[src/mgmt_msg_cfg.svh]
`ifndef MGMT_MSG_CFG_SVH
`define MGMT_MSG_CFG_SVH

// fixed frame fields
`define MM_DA           48'h0180C2000002
`define MM_ETYPE        16'h8809
`define MM_SUBTYPE      8'h03
`define MM_FLAGS        16'h0000
`define MM_OAM_CODE     8'hFE
`define MM_TL_VER       8'h01
`define MM_TYPE_PDU     8'h00
`define MM_TYPE_ACK     8'h01
`define MM_PDU_VER      8'h01
`define MM_PDU_RSVD     8'h00

// response codes
`define MM_RC_OK        8'h00
`define MM_RC_VER       8'h01
`define MM_RC_SEQ       8'h02
`define MM_RC_EXCEED    8'h03

// byte positions inside a frame
`define MM_POS_SA_LO    9'h006
`define MM_POS_SA_HI    9'h00B
`define MM_POS_TLVER    9'h015
`define MM_POS_TYPE     9'h016
`define MM_POS_SEQ_HI   9'h017
`define MM_POS_SEQ_LO   9'h018
`define MM_POS_TOT_HI   9'h019
`define MM_POS_TOT_LO   9'h01A
`define MM_POS_LEN      9'h01B
`define MM_POS_PAY      9'h01C
`define MM_POS_ETYPE    9'h00C
`define MM_PDU_HDR_LEN  16'h0006

// retry and timing
`define MM_MAX_ATTEMPTS 3'h4
`define MM_CLK_NS       8
`define MM_ACK_TMO_NS   100000
`define MM_ACK_TMO_CYC  (`MM_ACK_TMO_NS / `MM_CLK_NS)

`endif

[src/mgmt_msg_pkg.sv]
package mgmt_msg_pkg;

    typedef struct packed {
        logic [7:0]  ver;
        logic [7:0]  typ;
        logic [15:0] seq;
        logic [15:0] total;
        logic [7:0]  len;
    } tl_hdr_t;

    typedef struct packed {
        logic [7:0] data;
        logic       last;
    } rx_word_t;

    typedef enum logic [1:0] {
        M_IDLE,
        M_SEND,
        M_WAIT
    } msg_state_t;

endpackage : mgmt_msg_pkg

[src/mgmt_msg_oam_transport.sv]
`timescale 1ns/1ps
`include "mgmt_msg_cfg.svh"
module mgmt_msg_oam_transport #(
    parameter int          FRAG    = 32,
    parameter int          MSG_MAX = 128,
    parameter int          TMO_CYC = `MM_ACK_TMO_CYC,
    parameter logic [47:0] SRC_MAC = 48'h020000000001,
    parameter logic [23:0] OUI     = 24'h00A0B0 // value arbitrary
) (
    // clock and reset
    input  wire logic                       clk,
    input  wire logic                       rst,
    // message load and send
    input  wire logic                       msg_wr_en,
    input  wire logic [$clog2(MSG_MAX)-1:0] msg_wr_addr,
    input  wire logic [7:0]                 msg_wr_data,
    input  wire logic                       msg_send,
    input  wire logic [15:0]                msg_id,
    input  wire logic [15:0]                msg_opcode,
    input  wire logic [15:0]                msg_len,
    output logic                            msg_idle,
    output logic                            msg_sent,
    output logic                            chan_lost,
    // link byte stream out
    output logic                            tx_valid,
    output logic [7:0]                      tx_data,
    output logic                            tx_last,
    input  wire logic                       tx_ready,
    // link byte stream in
    input  wire logic                       rx_valid,
    input  wire logic [7:0]                 rx_data,
    input  wire logic                       rx_last,
    output logic                            rx_ready,
    // received message data
    output logic                            out_valid,
    output logic [7:0]                      out_data,
    output logic                            out_last,
    input  wire logic                       out_ready,
    output logic                            rx_msg_done,
    output logic [15:0]                     rx_msg_id,
    output logic [15:0]                     rx_msg_opcode
);
    localparam int AW = $clog2(MSG_MAX);

    function automatic logic [7:0] hdr_byte(input logic [8:0] i,
            input mgmt_msg_pkg::tl_hdr_t h, input logic [47:0] sa);
        logic [223:0] hv;
        logic [4:0]   k;
        hv = {`MM_DA, sa, `MM_ETYPE, `MM_SUBTYPE, `MM_FLAGS, `MM_OAM_CODE,
              OUI, h};
        k = 5'(9'd27 - i);
        hdr_byte = hv[{k, 3'b000} +: 8];
    endfunction : hdr_byte

    // ---------------- message store and send state
    logic [7:0]               buf_r [MSG_MAX];
    mgmt_msg_pkg::msg_state_t mst_r;
    logic [15:0]              id_r, op_r, bytes_r, total_r, seq_r, base_r;
    logic [2:0]               att_r;
    logic [31:0]              tmr_r;
    logic                     ack_evt_r;
    logic [7:0]               ack_rc_r;
    logic [15:0]              ack_seq_r;
    logic                     tmo, ack_good, ack_bad, pdu_go;

    always_ff @(posedge clk) begin
        if (msg_wr_en && mst_r == mgmt_msg_pkg::M_IDLE) begin
            buf_r[msg_wr_addr] <= msg_wr_data;
        end
    end

    assign tmo      = mst_r == mgmt_msg_pkg::M_WAIT && tmr_r >= 32'(TMO_CYC);
    assign ack_good = mst_r == mgmt_msg_pkg::M_WAIT && ack_evt_r
                      && ack_seq_r == seq_r && ack_rc_r == `MM_RC_OK;
    assign ack_bad  = mst_r == mgmt_msg_pkg::M_WAIT && ack_evt_r
                      && ack_seq_r == seq_r && ack_rc_r != `MM_RC_OK;

    always_ff @(posedge clk or posedge rst) begin
        if (rst) begin
            mst_r     <= mgmt_msg_pkg::M_IDLE;
            id_r      <= 16'h0000;
            op_r      <= 16'h0000;
            bytes_r   <= 16'h0000;
            total_r   <= 16'h0000;
            seq_r     <= 16'h0000;
            base_r    <= 16'h0000;
            att_r     <= 3'h0;
            tmr_r     <= 32'h0;
            msg_sent  <= 1'b0;
            chan_lost <= 1'b0;
        end else begin
            msg_sent  <= 1'b0;
            chan_lost <= 1'b0;
            tmr_r     <= tmr_r + 32'h1;
            case (mst_r)
                mgmt_msg_pkg::M_IDLE: begin
                    if (msg_send) begin
                        id_r    <= msg_id;
                        op_r    <= msg_opcode;
                        bytes_r <= msg_len + `MM_PDU_HDR_LEN;
                        total_r <= 16'((32'(msg_len) + 32'(`MM_PDU_HDR_LEN)
                                       + 32'(FRAG) - 1) / 32'(FRAG));
                        seq_r   <= 16'h0000;
                        base_r  <= 16'h0000;
                        att_r   <= 3'h0;
                        mst_r   <= mgmt_msg_pkg::M_SEND;
                    end
                end
                mgmt_msg_pkg::M_SEND: begin
                    if (pdu_go) begin
                        att_r <= att_r + 3'h1;
                        tmr_r <= 32'h0;
                        mst_r <= mgmt_msg_pkg::M_WAIT;
                    end
                end
                mgmt_msg_pkg::M_WAIT: begin
                    if (ack_good) begin
                        att_r <= 3'h0;
                        if (seq_r + 16'h1 == total_r) begin
                            msg_sent <= 1'b1;
                            mst_r    <= mgmt_msg_pkg::M_IDLE;
                        end else begin
                            seq_r  <= seq_r + 16'h1;
                            base_r <= base_r + 16'(FRAG);
                            mst_r  <= mgmt_msg_pkg::M_SEND;
                        end
                    end else if (tmo || ack_bad) begin
                        if (att_r == `MM_MAX_ATTEMPTS) begin
                            chan_lost <= 1'b1;
                            mst_r     <= mgmt_msg_pkg::M_IDLE;
                        end else begin
                            mst_r <= mgmt_msg_pkg::M_SEND;
                        end
                    end
                end
                default: mst_r <= mgmt_msg_pkg::M_IDLE;
            endcase
        end
    end

    assign msg_idle = mst_r == mgmt_msg_pkg::M_IDLE;

    // ---------------- frame emitter, acknowledgements first
    mgmt_msg_pkg::tl_hdr_t cur_h_r, ackq_h_r;
    logic       busy_r, is_ack_r, ackq_r;
    logic [7:0] cur_rc_r, ackq_rc_r;
    logic [8:0] tx_idx_r, end_r;
    logic [15:0] remain, fr_len, off;
    logic       ld, ack_go;
    logic [7:0] pay;

    assign remain = bytes_r - base_r;
    assign fr_len = remain > 16'(FRAG) ? 16'(FRAG) : remain;
    assign ack_go = !busy_r && ackq_r;
    assign pdu_go = !busy_r && !ackq_r && mst_r == mgmt_msg_pkg::M_SEND;
    assign ld     = busy_r && (!tx_valid || tx_ready);
    assign off    = base_r + 16'(tx_idx_r - `MM_POS_PAY);

    always_comb begin
        pay = 8'h00;
        case (off[2:0])
            3'h0: pay = `MM_PDU_VER;
            3'h1: pay = `MM_PDU_RSVD;
            3'h2: pay = id_r[15:8];
            3'h3: pay = id_r[7:0];
            3'h4: pay = op_r[15:8];
            3'h5: pay = op_r[7:0];
            default: pay = 8'h00;
        endcase
        if (off >= `MM_PDU_HDR_LEN) begin
            pay = buf_r[AW'(off - `MM_PDU_HDR_LEN)];
        end
    end

    always_ff @(posedge clk or posedge rst) begin
        if (rst) begin
            busy_r   <= 1'b0;
            is_ack_r <= 1'b0;
            cur_h_r  <= '0;
            cur_rc_r <= 8'h00;
            tx_idx_r <= 9'h000;
            end_r    <= 9'h000;
            tx_valid <= 1'b0;
            tx_data  <= 8'h00;
            tx_last  <= 1'b0;
        end else begin
            if (tx_valid && tx_ready && tx_last) begin
                tx_valid <= 1'b0;
            end
            if (ack_go) begin
                busy_r   <= 1'b1;
                is_ack_r <= 1'b1;
                cur_h_r  <= ackq_h_r;
                cur_rc_r <= ackq_rc_r;
                tx_idx_r <= 9'h000;
                end_r    <= `MM_POS_PAY;
            end else if (pdu_go) begin
                busy_r   <= 1'b1;
                is_ack_r <= 1'b0;
                cur_h_r  <= '{ver: `MM_TL_VER, typ: `MM_TYPE_PDU, seq: seq_r,
                              total: total_r, len: fr_len[7:0]};
                tx_idx_r <= 9'h000;
                end_r    <= 9'(`MM_POS_PAY + fr_len[8:0] - 9'h1);
            end else if (ld) begin
                tx_valid <= 1'b1;
                tx_last  <= tx_idx_r == end_r;
                tx_idx_r <= tx_idx_r + 9'h1;
                if (tx_idx_r < `MM_POS_PAY) begin
                    tx_data <= hdr_byte(tx_idx_r, cur_h_r, SRC_MAC);
                end else begin
                    tx_data <= is_ack_r ? cur_rc_r : pay;
                end
                if (tx_idx_r == end_r) begin
                    busy_r <= 1'b0;
                end
            end
        end
    end

    // ---------------- receive parser
    mgmt_msg_pkg::tl_hdr_t rh_r;
    logic [8:0]  rx_idx_r;
    logic        bad_r, keep_r, last_ok_r;
    logic [15:0] last_seq_r, exp_seq_r, got_r, roff_r;
    logic [7:0]  rc_r, exp_b;
    logic        acc, deliver, fifo_in_rdy, dup;
    logic [7:0]  rc_nxt;

    assign acc     = rx_valid && rx_ready;
    assign deliver = keep_r && rx_idx_r >= `MM_POS_PAY
                     && (rh_r.seq != 16'h0 || roff_r >= `MM_PDU_HDR_LEN);
    assign rx_ready = !(rx_idx_r == 9'h000 && ackq_r)
                      && (!deliver || fifo_in_rdy);
    assign exp_b   = hdr_byte(rx_idx_r, rh_r, 48'h0);
    assign dup     = last_ok_r && rh_r.seq == last_seq_r;

    always_comb begin
        rc_nxt = `MM_RC_OK;
        if (rh_r.ver != `MM_TL_VER) begin
            rc_nxt = `MM_RC_VER;
        end else if (dup) begin
            rc_nxt = `MM_RC_OK;
        end else if (rh_r.seq >= rh_r.total) begin
            rc_nxt = `MM_RC_EXCEED;
        end else if (rh_r.seq != exp_seq_r && rh_r.seq != 16'h0) begin
            rc_nxt = `MM_RC_SEQ;
        end
    end

    always_ff @(posedge clk or posedge rst) begin
        if (rst) begin
            rx_idx_r      <= 9'h000;
            rh_r          <= '0;
            bad_r         <= 1'b0;
            keep_r        <= 1'b0;
            rc_r          <= 8'h00;
            roff_r        <= 16'h0000;
            last_ok_r     <= 1'b0;
            last_seq_r    <= 16'h0000;
            exp_seq_r     <= 16'h0000;
            got_r         <= 16'h0000;
            ackq_r        <= 1'b0;
            ackq_h_r      <= '0;
            ackq_rc_r     <= 8'h00;
            ack_evt_r     <= 1'b0;
            ack_rc_r      <= 8'h00;
            ack_seq_r     <= 16'h0000;
            rx_msg_done   <= 1'b0;
            rx_msg_id     <= 16'h0000;
            rx_msg_opcode <= 16'h0000;
        end else begin
            ack_evt_r   <= 1'b0;
            rx_msg_done <= 1'b0;
            if (ack_go) begin
                ackq_r <= 1'b0;
            end
            if (acc) begin
                rx_idx_r <= rx_last ? 9'h000 : rx_idx_r + 9'h1;
                if (rx_idx_r < `MM_POS_TLVER && rx_data != exp_b
                    && !(rx_idx_r >= `MM_POS_SA_LO
                         && rx_idx_r <= `MM_POS_SA_HI)) begin
                    bad_r <= 1'b1;
                end
                case (rx_idx_r)
                    `MM_POS_TLVER:  rh_r.ver         <= rx_data;
                    `MM_POS_TYPE:   rh_r.typ         <= rx_data;
                    `MM_POS_SEQ_HI: rh_r.seq[15:8]   <= rx_data;
                    `MM_POS_SEQ_LO: rh_r.seq[7:0]    <= rx_data;
                    `MM_POS_TOT_HI: rh_r.total[15:8] <= rx_data;
                    `MM_POS_TOT_LO: rh_r.total[7:0]  <= rx_data;
                    `MM_POS_LEN: begin
                        rh_r.len <= rx_data;
                        rc_r     <= rc_nxt;
                        keep_r   <= !bad_r && rh_r.typ == `MM_TYPE_PDU
                                    && rc_nxt == `MM_RC_OK && !dup;
                        roff_r   <= 16'h0000;
                    end
                    default: roff_r <= roff_r + 16'h1;
                endcase
                if (keep_r && rh_r.seq == 16'h0
                    && rx_idx_r >= `MM_POS_PAY
                    && roff_r < `MM_PDU_HDR_LEN) begin
                    case (roff_r[2:0])
                        3'h2: rx_msg_id[15:8]     <= rx_data;
                        3'h3: rx_msg_id[7:0]      <= rx_data;
                        3'h4: rx_msg_opcode[15:8] <= rx_data;
                        3'h5: rx_msg_opcode[7:0]  <= rx_data;
                        default: ;
                    endcase
                end
                if (rx_last) begin
                    bad_r  <= 1'b0;
                    keep_r <= 1'b0;
                    if (!bad_r && rh_r.typ == `MM_TYPE_ACK) begin
                        ack_evt_r <= 1'b1;
                        ack_seq_r <= rh_r.seq;
                        ack_rc_r  <= rx_data;
                    end
                    if (!bad_r && rh_r.typ == `MM_TYPE_PDU) begin
                        ackq_r    <= 1'b1;
                        ackq_h_r  <= '{ver: rh_r.ver, typ: `MM_TYPE_ACK,
                                       seq: rh_r.seq, total: rh_r.total,
                                       len: rh_r.len};
                        ackq_rc_r <= rc_r;
                        last_ok_r <= rc_r == `MM_RC_OK;
                        last_seq_r <= rh_r.seq;
                    end
                    if (keep_r) begin
                        exp_seq_r <= rh_r.seq + 16'h1;
                        got_r <= rh_r.seq == 16'h0 ? 16'h1 : got_r + 16'h1;
                        if ((rh_r.seq == 16'h0 ? 16'h1 : got_r + 16'h1)
                            == rh_r.total) begin
                            rx_msg_done <= 1'b1;
                        end
                    end
                end
            end
        end
    end

    // ---------------- two-entry buffer for received data
    mgmt_msg_pkg::rx_word_t fifo_r [2];
    logic [1:0] wp_r, rp_r;
    logic       f_full, f_empty;

    assign f_full      = wp_r == {~rp_r[1], rp_r[0]};
    assign f_empty     = wp_r == rp_r;
    assign fifo_in_rdy = !f_full;
    assign out_valid   = !f_empty;
    assign out_data    = fifo_r[rp_r[0]].data;
    assign out_last    = fifo_r[rp_r[0]].last;

    always_ff @(posedge clk or posedge rst) begin
        if (rst) begin
            wp_r <= 2'h0;
            rp_r <= 2'h0;
        end else begin
            if (acc && deliver) begin
                wp_r <= wp_r + 2'h1;
            end
            if (out_valid && out_ready) begin
                rp_r <= rp_r + 2'h1;
            end
        end
    end

    always_ff @(posedge clk) begin
        if (acc && deliver) begin
            fifo_r[wp_r[0]] <= '{data: rx_data, last: rx_last};
        end
    end

    // ---------------- checks
    a_retry_limit_hit: assert property (@(posedge clk) disable iff (rst)
        chan_lost |-> $past(att_r) == 3'h4 && msg_idle)
        else $error("channel loss without four attempts");
    a_one_outstanding: assert property (@(posedge clk) disable iff (rst)
        pdu_go |-> mst_r == mgmt_msg_pkg::M_SEND ##1 !pdu_go)
        else $error("second fragment started while waiting");
    a_seq_ascend: assert property (@(posedge clk) disable iff (rst)
        $changed(seq_r) |-> seq_r == $past(seq_r) + 16'h1 || seq_r == 16'h0)
        else $error("sequence number skipped");
    a_retx_on_fail: assert property (@(posedge clk) disable iff (rst)
        (tmo || ack_bad) && att_r != 3'h4 && !ack_good
        |=> mst_r == mgmt_msg_pkg::M_SEND)
        else $error("failed fragment not retransmitted");
    a_dup_ack_ok: assert property (@(posedge clk) disable iff (rst)
        acc && rx_idx_r == `MM_POS_LEN && dup && rh_r.ver == `MM_TL_VER
        |=> rc_r == `MM_RC_OK && !keep_r)
        else $error("duplicate not acknowledged valid");
    a_ver_reject_code: assert property (@(posedge clk) disable iff (rst)
        acc && rx_idx_r == `MM_POS_LEN && rh_r.ver != `MM_TL_VER
        |=> rc_r == `MM_RC_VER)
        else $error("bad version not rejected");
    a_ack_header_copy: assert property (@(posedge clk) disable iff (rst)
        ack_go |=> cur_h_r.typ == `MM_TYPE_ACK && end_r == `MM_POS_PAY)
        else $error("acknowledgement frame malformed");
    a_ethertype_byte: assert property (@(posedge clk) disable iff (rst)
        ld && tx_idx_r == `MM_POS_ETYPE |=> tx_data == 8'h88)
        else $error("ethertype high byte wrong");
    a_msg_complete: assert property (@(posedge clk) disable iff (rst)
        rx_msg_done |-> $past(got_r) + 16'h1 == rh_r.total
                        || rh_r.total == 16'h1)
        else $error("message done with fragments missing");

    c_chan_lost: cover property (@(posedge clk) disable iff (rst) chan_lost);
    c_msg_sent: cover property (@(posedge clk) disable iff (rst) msg_sent);
    c_rx_done: cover property (@(posedge clk) disable iff (rst) rx_msg_done);
    c_fifo_full: cover property (@(posedge clk) disable iff (rst)
        f_full && !out_ready);

endmodule : mgmt_msg_oam_transport

[config.mk]
export PLATFORM = sky130hd
export DESIGN_NAME = mgmt_msg_oam_transport
export DESIGN_NICKNAME = d
export VERILOG_FILES = /design/src/mgmt_msg_pkg.sv /design/src/mgmt_msg_oam_transport.sv
export VERILOG_INCLUDE_DIRS = /design/src
export SDC_FILE = /design/constraint.sdc
export NUM_CORES = 2
export LEC_CHECK = 0
export BUFFER_PORTS_ARGS = -buffer_cell sky130_fd_sc_hd__buf_2
export CAP_MARGIN = 25
export CORE_MARGIN = 2
export CORE_UTILIZATION = 45
export CTS_CLUSTER_DIAMETER = 100
export DETAILED_ROUTE_END_ITERATION = 16
export SETUP_SLACK_MARGIN = 0.3
export SYNTH_ARGS = -nofsm -noshare
export SYNTH_HDL_FRONTEND = slang
export SYNTH_SLANG_ARGS = --single-unit
[constraint.sdc]
create_clock -name clk -period 15.8 [get_ports clk]
set_input_delay 2.37 -clock clk [delete_from_list [all_inputs] [get_ports clk]]
set_output_delay 2.37 -clock clk [all_outputs]
set_load 0.005 [all_outputs]
-- After elaboration in Yosys (flattened, before gate mapping)
Memories as Yosys holds them, arrays and structs flattened.
Index checks and enable logic that the tools add are counted.
W data, S select, Z words.
- bits in latches: 0
- memory bits (read-only): 0
- register bits: 473
- bits in writable memories: 1042
- memories: 2
- memories (name ; depth ; width ; read ports ; clocked after Yosys merged registers in ; write ports ; line ; RTL):
    buf_r ; 128 ; 8 ; 1 ; 0 ; 1 ; mgmt_msg_oam_transport.sv:56 ; logic [7:0] buf_r [MSG_MAX];
    fifo_r ; 2 ; 9 ; 1 ; 0 ; 1 ; mgmt_msg_oam_transport.sv:342 ; mgmt_msg_pkg::rx_word_t fifo_r [2];
- add/sub/neg operators: 23
- order comparisons: 11
- reduce and logical (&&, ||, !) cells: 86
- equality and inequality tests: 34
- $mul: 0
- multiplexer cells: 75
- shift-type cells: 2
- divide/modulo/power cells: 0
- bitwise logic cells: 4
- operator list (operator ; number):
    $shiftx A224 B9 Y8 ; 2
    $mux W56 ; 2
    $mux W16 ; 6
    $pmux W16 S2 ; 3
    $add A16 B1 Y16 const B ; 4
    $eq A16 B16 Y1 ; 4
    $mux W32 ; 2
    $eq A9 B5 Y1 const B ; 7
    $mux W9 ; 7
    $pmux W8 S5 ; 1
    $mux W1 ; 38
    $add A32 B1 Y32 const B ; 1
    $ge A16 B3 Y1 const B ; 2
    $ge A32 B14 Y1 const B ; 1
    $logic_not A8 Y1 ; 4
    $logic_and A1 B1 Y1 ; 31
    $reduce_and A3 Y1 ; 9
    $mux W8 ; 3
    $reduce_and A2 Y1 ; 12
    $sub A18 B1 Y19 const B ; 1
    $add A17 B6 Y18 const B ; 1
    $add A9 B1 Y9 const B ; 2
    $lt A9 B5 Y1 const B ; 2
    $add A16 B3 Y17 const B ; 1
    other kinds (46) ; 89

-- Logic depth before layout (Yosys ltp)
- depth after elaboration: 11
- depth in mapped cells: 16
- mapped depth without buffers: 14

-- Least setup slack after synthesis
OpenSTA, ideal clock, no wires.
- path type: input port to flip-flop
- start: input msg_wr_addr[2]
- end: memory buf_r[114][0], enable pin
- slack: 11.208 ns
- stages: 5
- arrival: 4.221 ns
- cells stage by stage: or3b_2 > or4b_2 > clkbuf_1 > clkbuf_1 > nor2_1
- RTL lines (element ; line ; RTL):
    start, declared ; mgmt_msg_oam_transport.sv:15 ; input wire logic [$clog2(MSG_MAX)-1:0] msg_wr_addr,
    end, declared ; mgmt_msg_oam_transport.sv:56 ;
No word-level cell before the write port.

-- Worst setup path after layout
- start: register tx_idx_r[2]
- end: register tx_data[5]
- longest elaborated chain between the ends: 7
- ends and longest elaborated chain (element ; line ; RTL):
    start, declared ; mgmt_msg_oam_transport.sv:147 ; logic [8:0] tx_idx_r, end_r;
    start signal, assigned ; mgmt_msg_oam_transport.sv:207 ; tx_idx_r <= tx_idx_r + 9'h1;
    $sub A9 B5 Y10 (no line) ; -- ;
    $add A16 B16 Y16 ; mgmt_msg_oam_transport.sv:157 ; assign off = base_r + 16'(tx_idx_r - `MM_POS_PAY);
    $sub A7 B3 Y7 (no line), or another cell as far along ; -- ;
    $mem_v2 Z128 W8 or $pmux W8 S5 (tied branches) ; -- ;
    $mux W8 ; mgmt_msg_oam_transport.sv:170 ; if (off >= `MM_PDU_HDR_LEN) begin
    $mux W8 ; mgmt_msg_oam_transport.sv:211 ; tx_data <= is_ack_r ? cur_rc_r : pay;
    $mux W8 (*) ; mgmt_msg_oam_transport.sv:208 ; if (tx_idx_r < `MM_POS_PAY) begin
    end signal, assigned ; mgmt_msg_oam_transport.sv:209 ; tx_data <= hdr_byte(tx_idx_r, cur_h_r, SRC_MAC);
    end signal, assigned ; mgmt_msg_oam_transport.sv:211 ;
    end, declared ; mgmt_msg_oam_transport.sv:26 ; output logic [7:0] tx_data,
Every way passes the cells marked *; elsewhere a longest branch is shown, timed or not.
A chain may end at the register's enable or synchronous reset.

==> impl_metrics.json <==
{
  "ys_ff_latch": 1481,
  "synth_compound_area_share_pct": 5.53,
  "period_needed_ns": 5.77,
  "hold_buffers": 0,
  "dp_hpwl_um": 111000,
  "postCtsSetupBuffers": 0,
  "crit_path_max_incr_delay_ns": 0.81,
  "cts_tree": "built",
  "cp-start-kind": "flip-flop",
  "rr_worst_depth": 12,
  "r2r_end": "tx_data[5]$_DFFE_PP0P_",
  "cpLargestDelayFamily": "buffers and inverters",
  "finalCritPeriodShare_pct": 36.5,
  "ant_nets": 0,
  "cp_common_cell": "buf_4",
  "drive_gt1_share_pct": 20.1,
  "wire_per_inst_um": 26.1,
  "cts_root_buf": "clkbuf_16",
  "routed-wl-met2_um": 82800,
  "slowest_stage": "ha_1",
  "critPathLaunch": "tx_idx_r[2]$_DFFE_PP0P_",
  "viasPerCell": 5.91,
  "relSlewSlack_pct": 30.2,
  "top_layer": "met5",
  "drtIter0Drc": 3452,
  "yosys_warnings": 0,
  "max_cap_violations": 0,
  "worstSetupEndpoint": "tx_data[5]$_DFFE_PP0P_",
  "grt_max_degree": 101,
  "grt-ovfl-total": 0,
  "crit_cells": 12,
  "fp.dieW_um": 385,
  "synthSimpleGateAreaFrac_pct": 8.93,
  "cts_resized": 0,
  "p_leak_nw": 26.5,
  "synth_edf_count": 1042,
  "cellPowerDensity_nw_per_um2": 156,
  "synthesis.instances": 4460,
  "cts_buffers": 156,
  "drt_wl_total_um": 172000,
  "r2r_slack_ns": 10.03,
  "fp.dieH_um": 385,
  "crit_required_ns": 16.44,
  "clkSlewWorstSetupHoldPaths_ns": 0.06,
  "setup_violations": 0,
  "drt_pass1_iterations": 6,
  "syn-num-nets": 4616,
  "hp-class": "reg2reg",
  "critical_path_class": "reg2reg",
  "fp.coreArea_um2": 144000,
  "holdCritStartpoint": "id_r[4]$_DFFE_PP0P_",
  "endpoint_kind": "flip-flop",
  "grt_pass1_vias": 38700,
  "path_max_fanout": 51,
  "io_buffers": 135,
  "dieArea_um2": 148000,
  "track_usage_pct": 23.4,
  "rr_startpoint": "tx_idx_r[2]$_DFFE_PP0P_",
  "ys_seq_area_share_pct": 64.7,
  "synth.mux.area_fraction_pct": 14.3,
  "synth_top_family_by_area": "multiplexers",
  "drc": 0,
  "gp_congestion": 0.852,
  "skew_ns": 0.0322,
  "io_pins": 136,
  "rows": 139,
  "synth.distinct_cells": 89,
  "synthAdderAreaFrac_pct": 1.47,
  "syn_avg_cell_area_um2": 14.6,
  "ys.flop_type": "edfxtp_1",
  "antenna_found_initial": 9,
  "cp_num_buf_inv": 4,
  "status": "finished clean",
  "cts.sinks": 1481,
  "fin_setup_tns_ns": 0,
  "final_nets": 4706,
  "power.total_mw": 11.4,
  "fin_area_um2": 72800,
  "layout_commonest_cell": "edfxtp_1",
  "grt_first_pass_wirelength_um": 258000,
  "crit_chain": "buf_4, inv_1, ha_1, xor2_4, buf_4, buf_4, mux4_2, mux4_2, mux2i_1, o21ai_0, o21ai_0, a31oi_1",
  "fin_hold_ws_ns": 0.475,
  "peakVddDrop_mv": 0.173,
  "drv_slew": 0,
  "synth_area_um2": 65300,
  "grt_setup_unrepaired": "no",
  "wl_met3_um": 11800,
  "clk_latency_ns": 0.81,
  "layout_common_cells": "edfxtp_1 (1,042), dfrtp_1 (437), nor2_1 (392), nand2_1 (389), mux4_2 (286)",
  "m1WireLength_um": 72000,
  "hold_violations": 0,
  "vias": 38900,
  "areaGrowthSynthToFinish_pct": 11.5,
  "place_area_um2": 67700,
  "worstMarginPinSlew_ns": 1.05,
  "fmax_mhz": 173,
  "start_util_pct": 45.4,
  "critical_path_arrival_ns": 6.41,
  "async_reset_ff_share_pct": 29.6,
  "synth_xor_area_share_pct": 2.73,
  "cts_buffer_depth": 3,
  "htree_levels": 4
}
## sequential cells by signal, indices dropped and copies added (netlist names), 18 cells and up
name,flops
buf_r,1024
rh_r,56
cur_h_r,49
ackq_h_r,33
tmr_r,32
fifo_r,18
## worst min path at each step
stage	slack [ns]	cells past startpoint	end
floorplan	0.43	2	cur_rc_r[0]$_DFFE_PP0P_
global placement	0.46	1	ackq_h_r[40]$_DFFE_PP0P_
detailed placement	0.46	1	ackq_h_r[40]$_DFFE_PP0P_
CTS	0.48	2	id_r[4]$_DFFE_PP0P_
global route	0.49	1	ackq_h_r[40]$_DFFE_PP0P_
finish	0.48	2	id_r[4]$_DFFE_PP0P_
## logic make-up (layout without fill, tap and decap cells)
| logic type | count (synthesis) | after routing |
|---|---|---|
| other | 1 | 3 |
| XOR/XNOR | 202 | 202 |
| adder cells (fa/ha/maj) | 77 | 77 |
| AND/OR/NAND/NOR | 1239 | 1239 |
| multiplexers | 548 | 548 |
| AO/OA/AOI/OAI | 570 | 570 |
| flip-flops | 1481 | 1481 |
| buffers and inverters | 342 | 553 |
## layer usage
metal,global-route usage [%],vias up
met1,32.5,20100
met3,4.22,263
li1,-,17200
met2,37.4,1368
met5,0,-
met4,7.48,4
## cell usage after synthesis (all sizes together), types with 31 or more instances
master  number  share of area [%]
a21oi       91               0.70
a31oi       31               0.30
and3        45               0.43
buf        119                1.1
clkbuf     152               0.88
dfrtp      439                 17
edfxtp    1042                 48
ha          77                1.5
inv         71               0.41
mux2       196                3.4
mux2i       66                1.0
mux4       286                9.9
nand2      392                2.3
nand3      109               0.85
nand4       51               0.49
nor2       395                2.3
nor3        41               0.35
nor4        47               0.52
o21ai      198                1.5
o22ai       45               0.43
xnor2      106                1.4
xor2        95                1.3
## stage by stage
| step | cells | setup slack, ns | util (%) |
|---|---|---|---|
| 5_1_grt | 6575 | 9.67 | 50.6 |
| 3_5_place_dp | 6292 | 10.07 | 47.1 |
| 2_1_floorplan | 4460 | 1.20 | - |
| 6_report | 6576 | 10.03 | 50.6 |
| 4_1_cts | 6571 | 10.06 | 50.6 |
| 3_3_place_gp | 6288 | 9.72 | 47.1 |
## area by class of cell
class | count | area [um2]
repair buffers | 203 | 1260
clock inverters | 74 | 825
multi-input cells | 2637 | 21600
diodes | 2 | 5.00
fillers | 12000 | 71000
inverters | 71 | 274
clock buffers | 205 | 4200
flip-flops and latches | 1481 | 42300
well taps | 1903 | 2380
## tightest hold or removal path: stages, from the launching register on
cell	delay, ns
dfrtp_1	0.34
nand2_1	0.05
nand2_1	0.05
## where the power goes
group | total (mW) | internal [mW] | switching (mW)
logic | 3.40 | 1.22 | 2.18
registers | 4.35 | 4.23 | 0.111
clock network | 3.63 | 2.06 | 1.58
total | 11.4 | 7.51 | 3.87
Note: power is estimated with default switching activity, not from simulation.
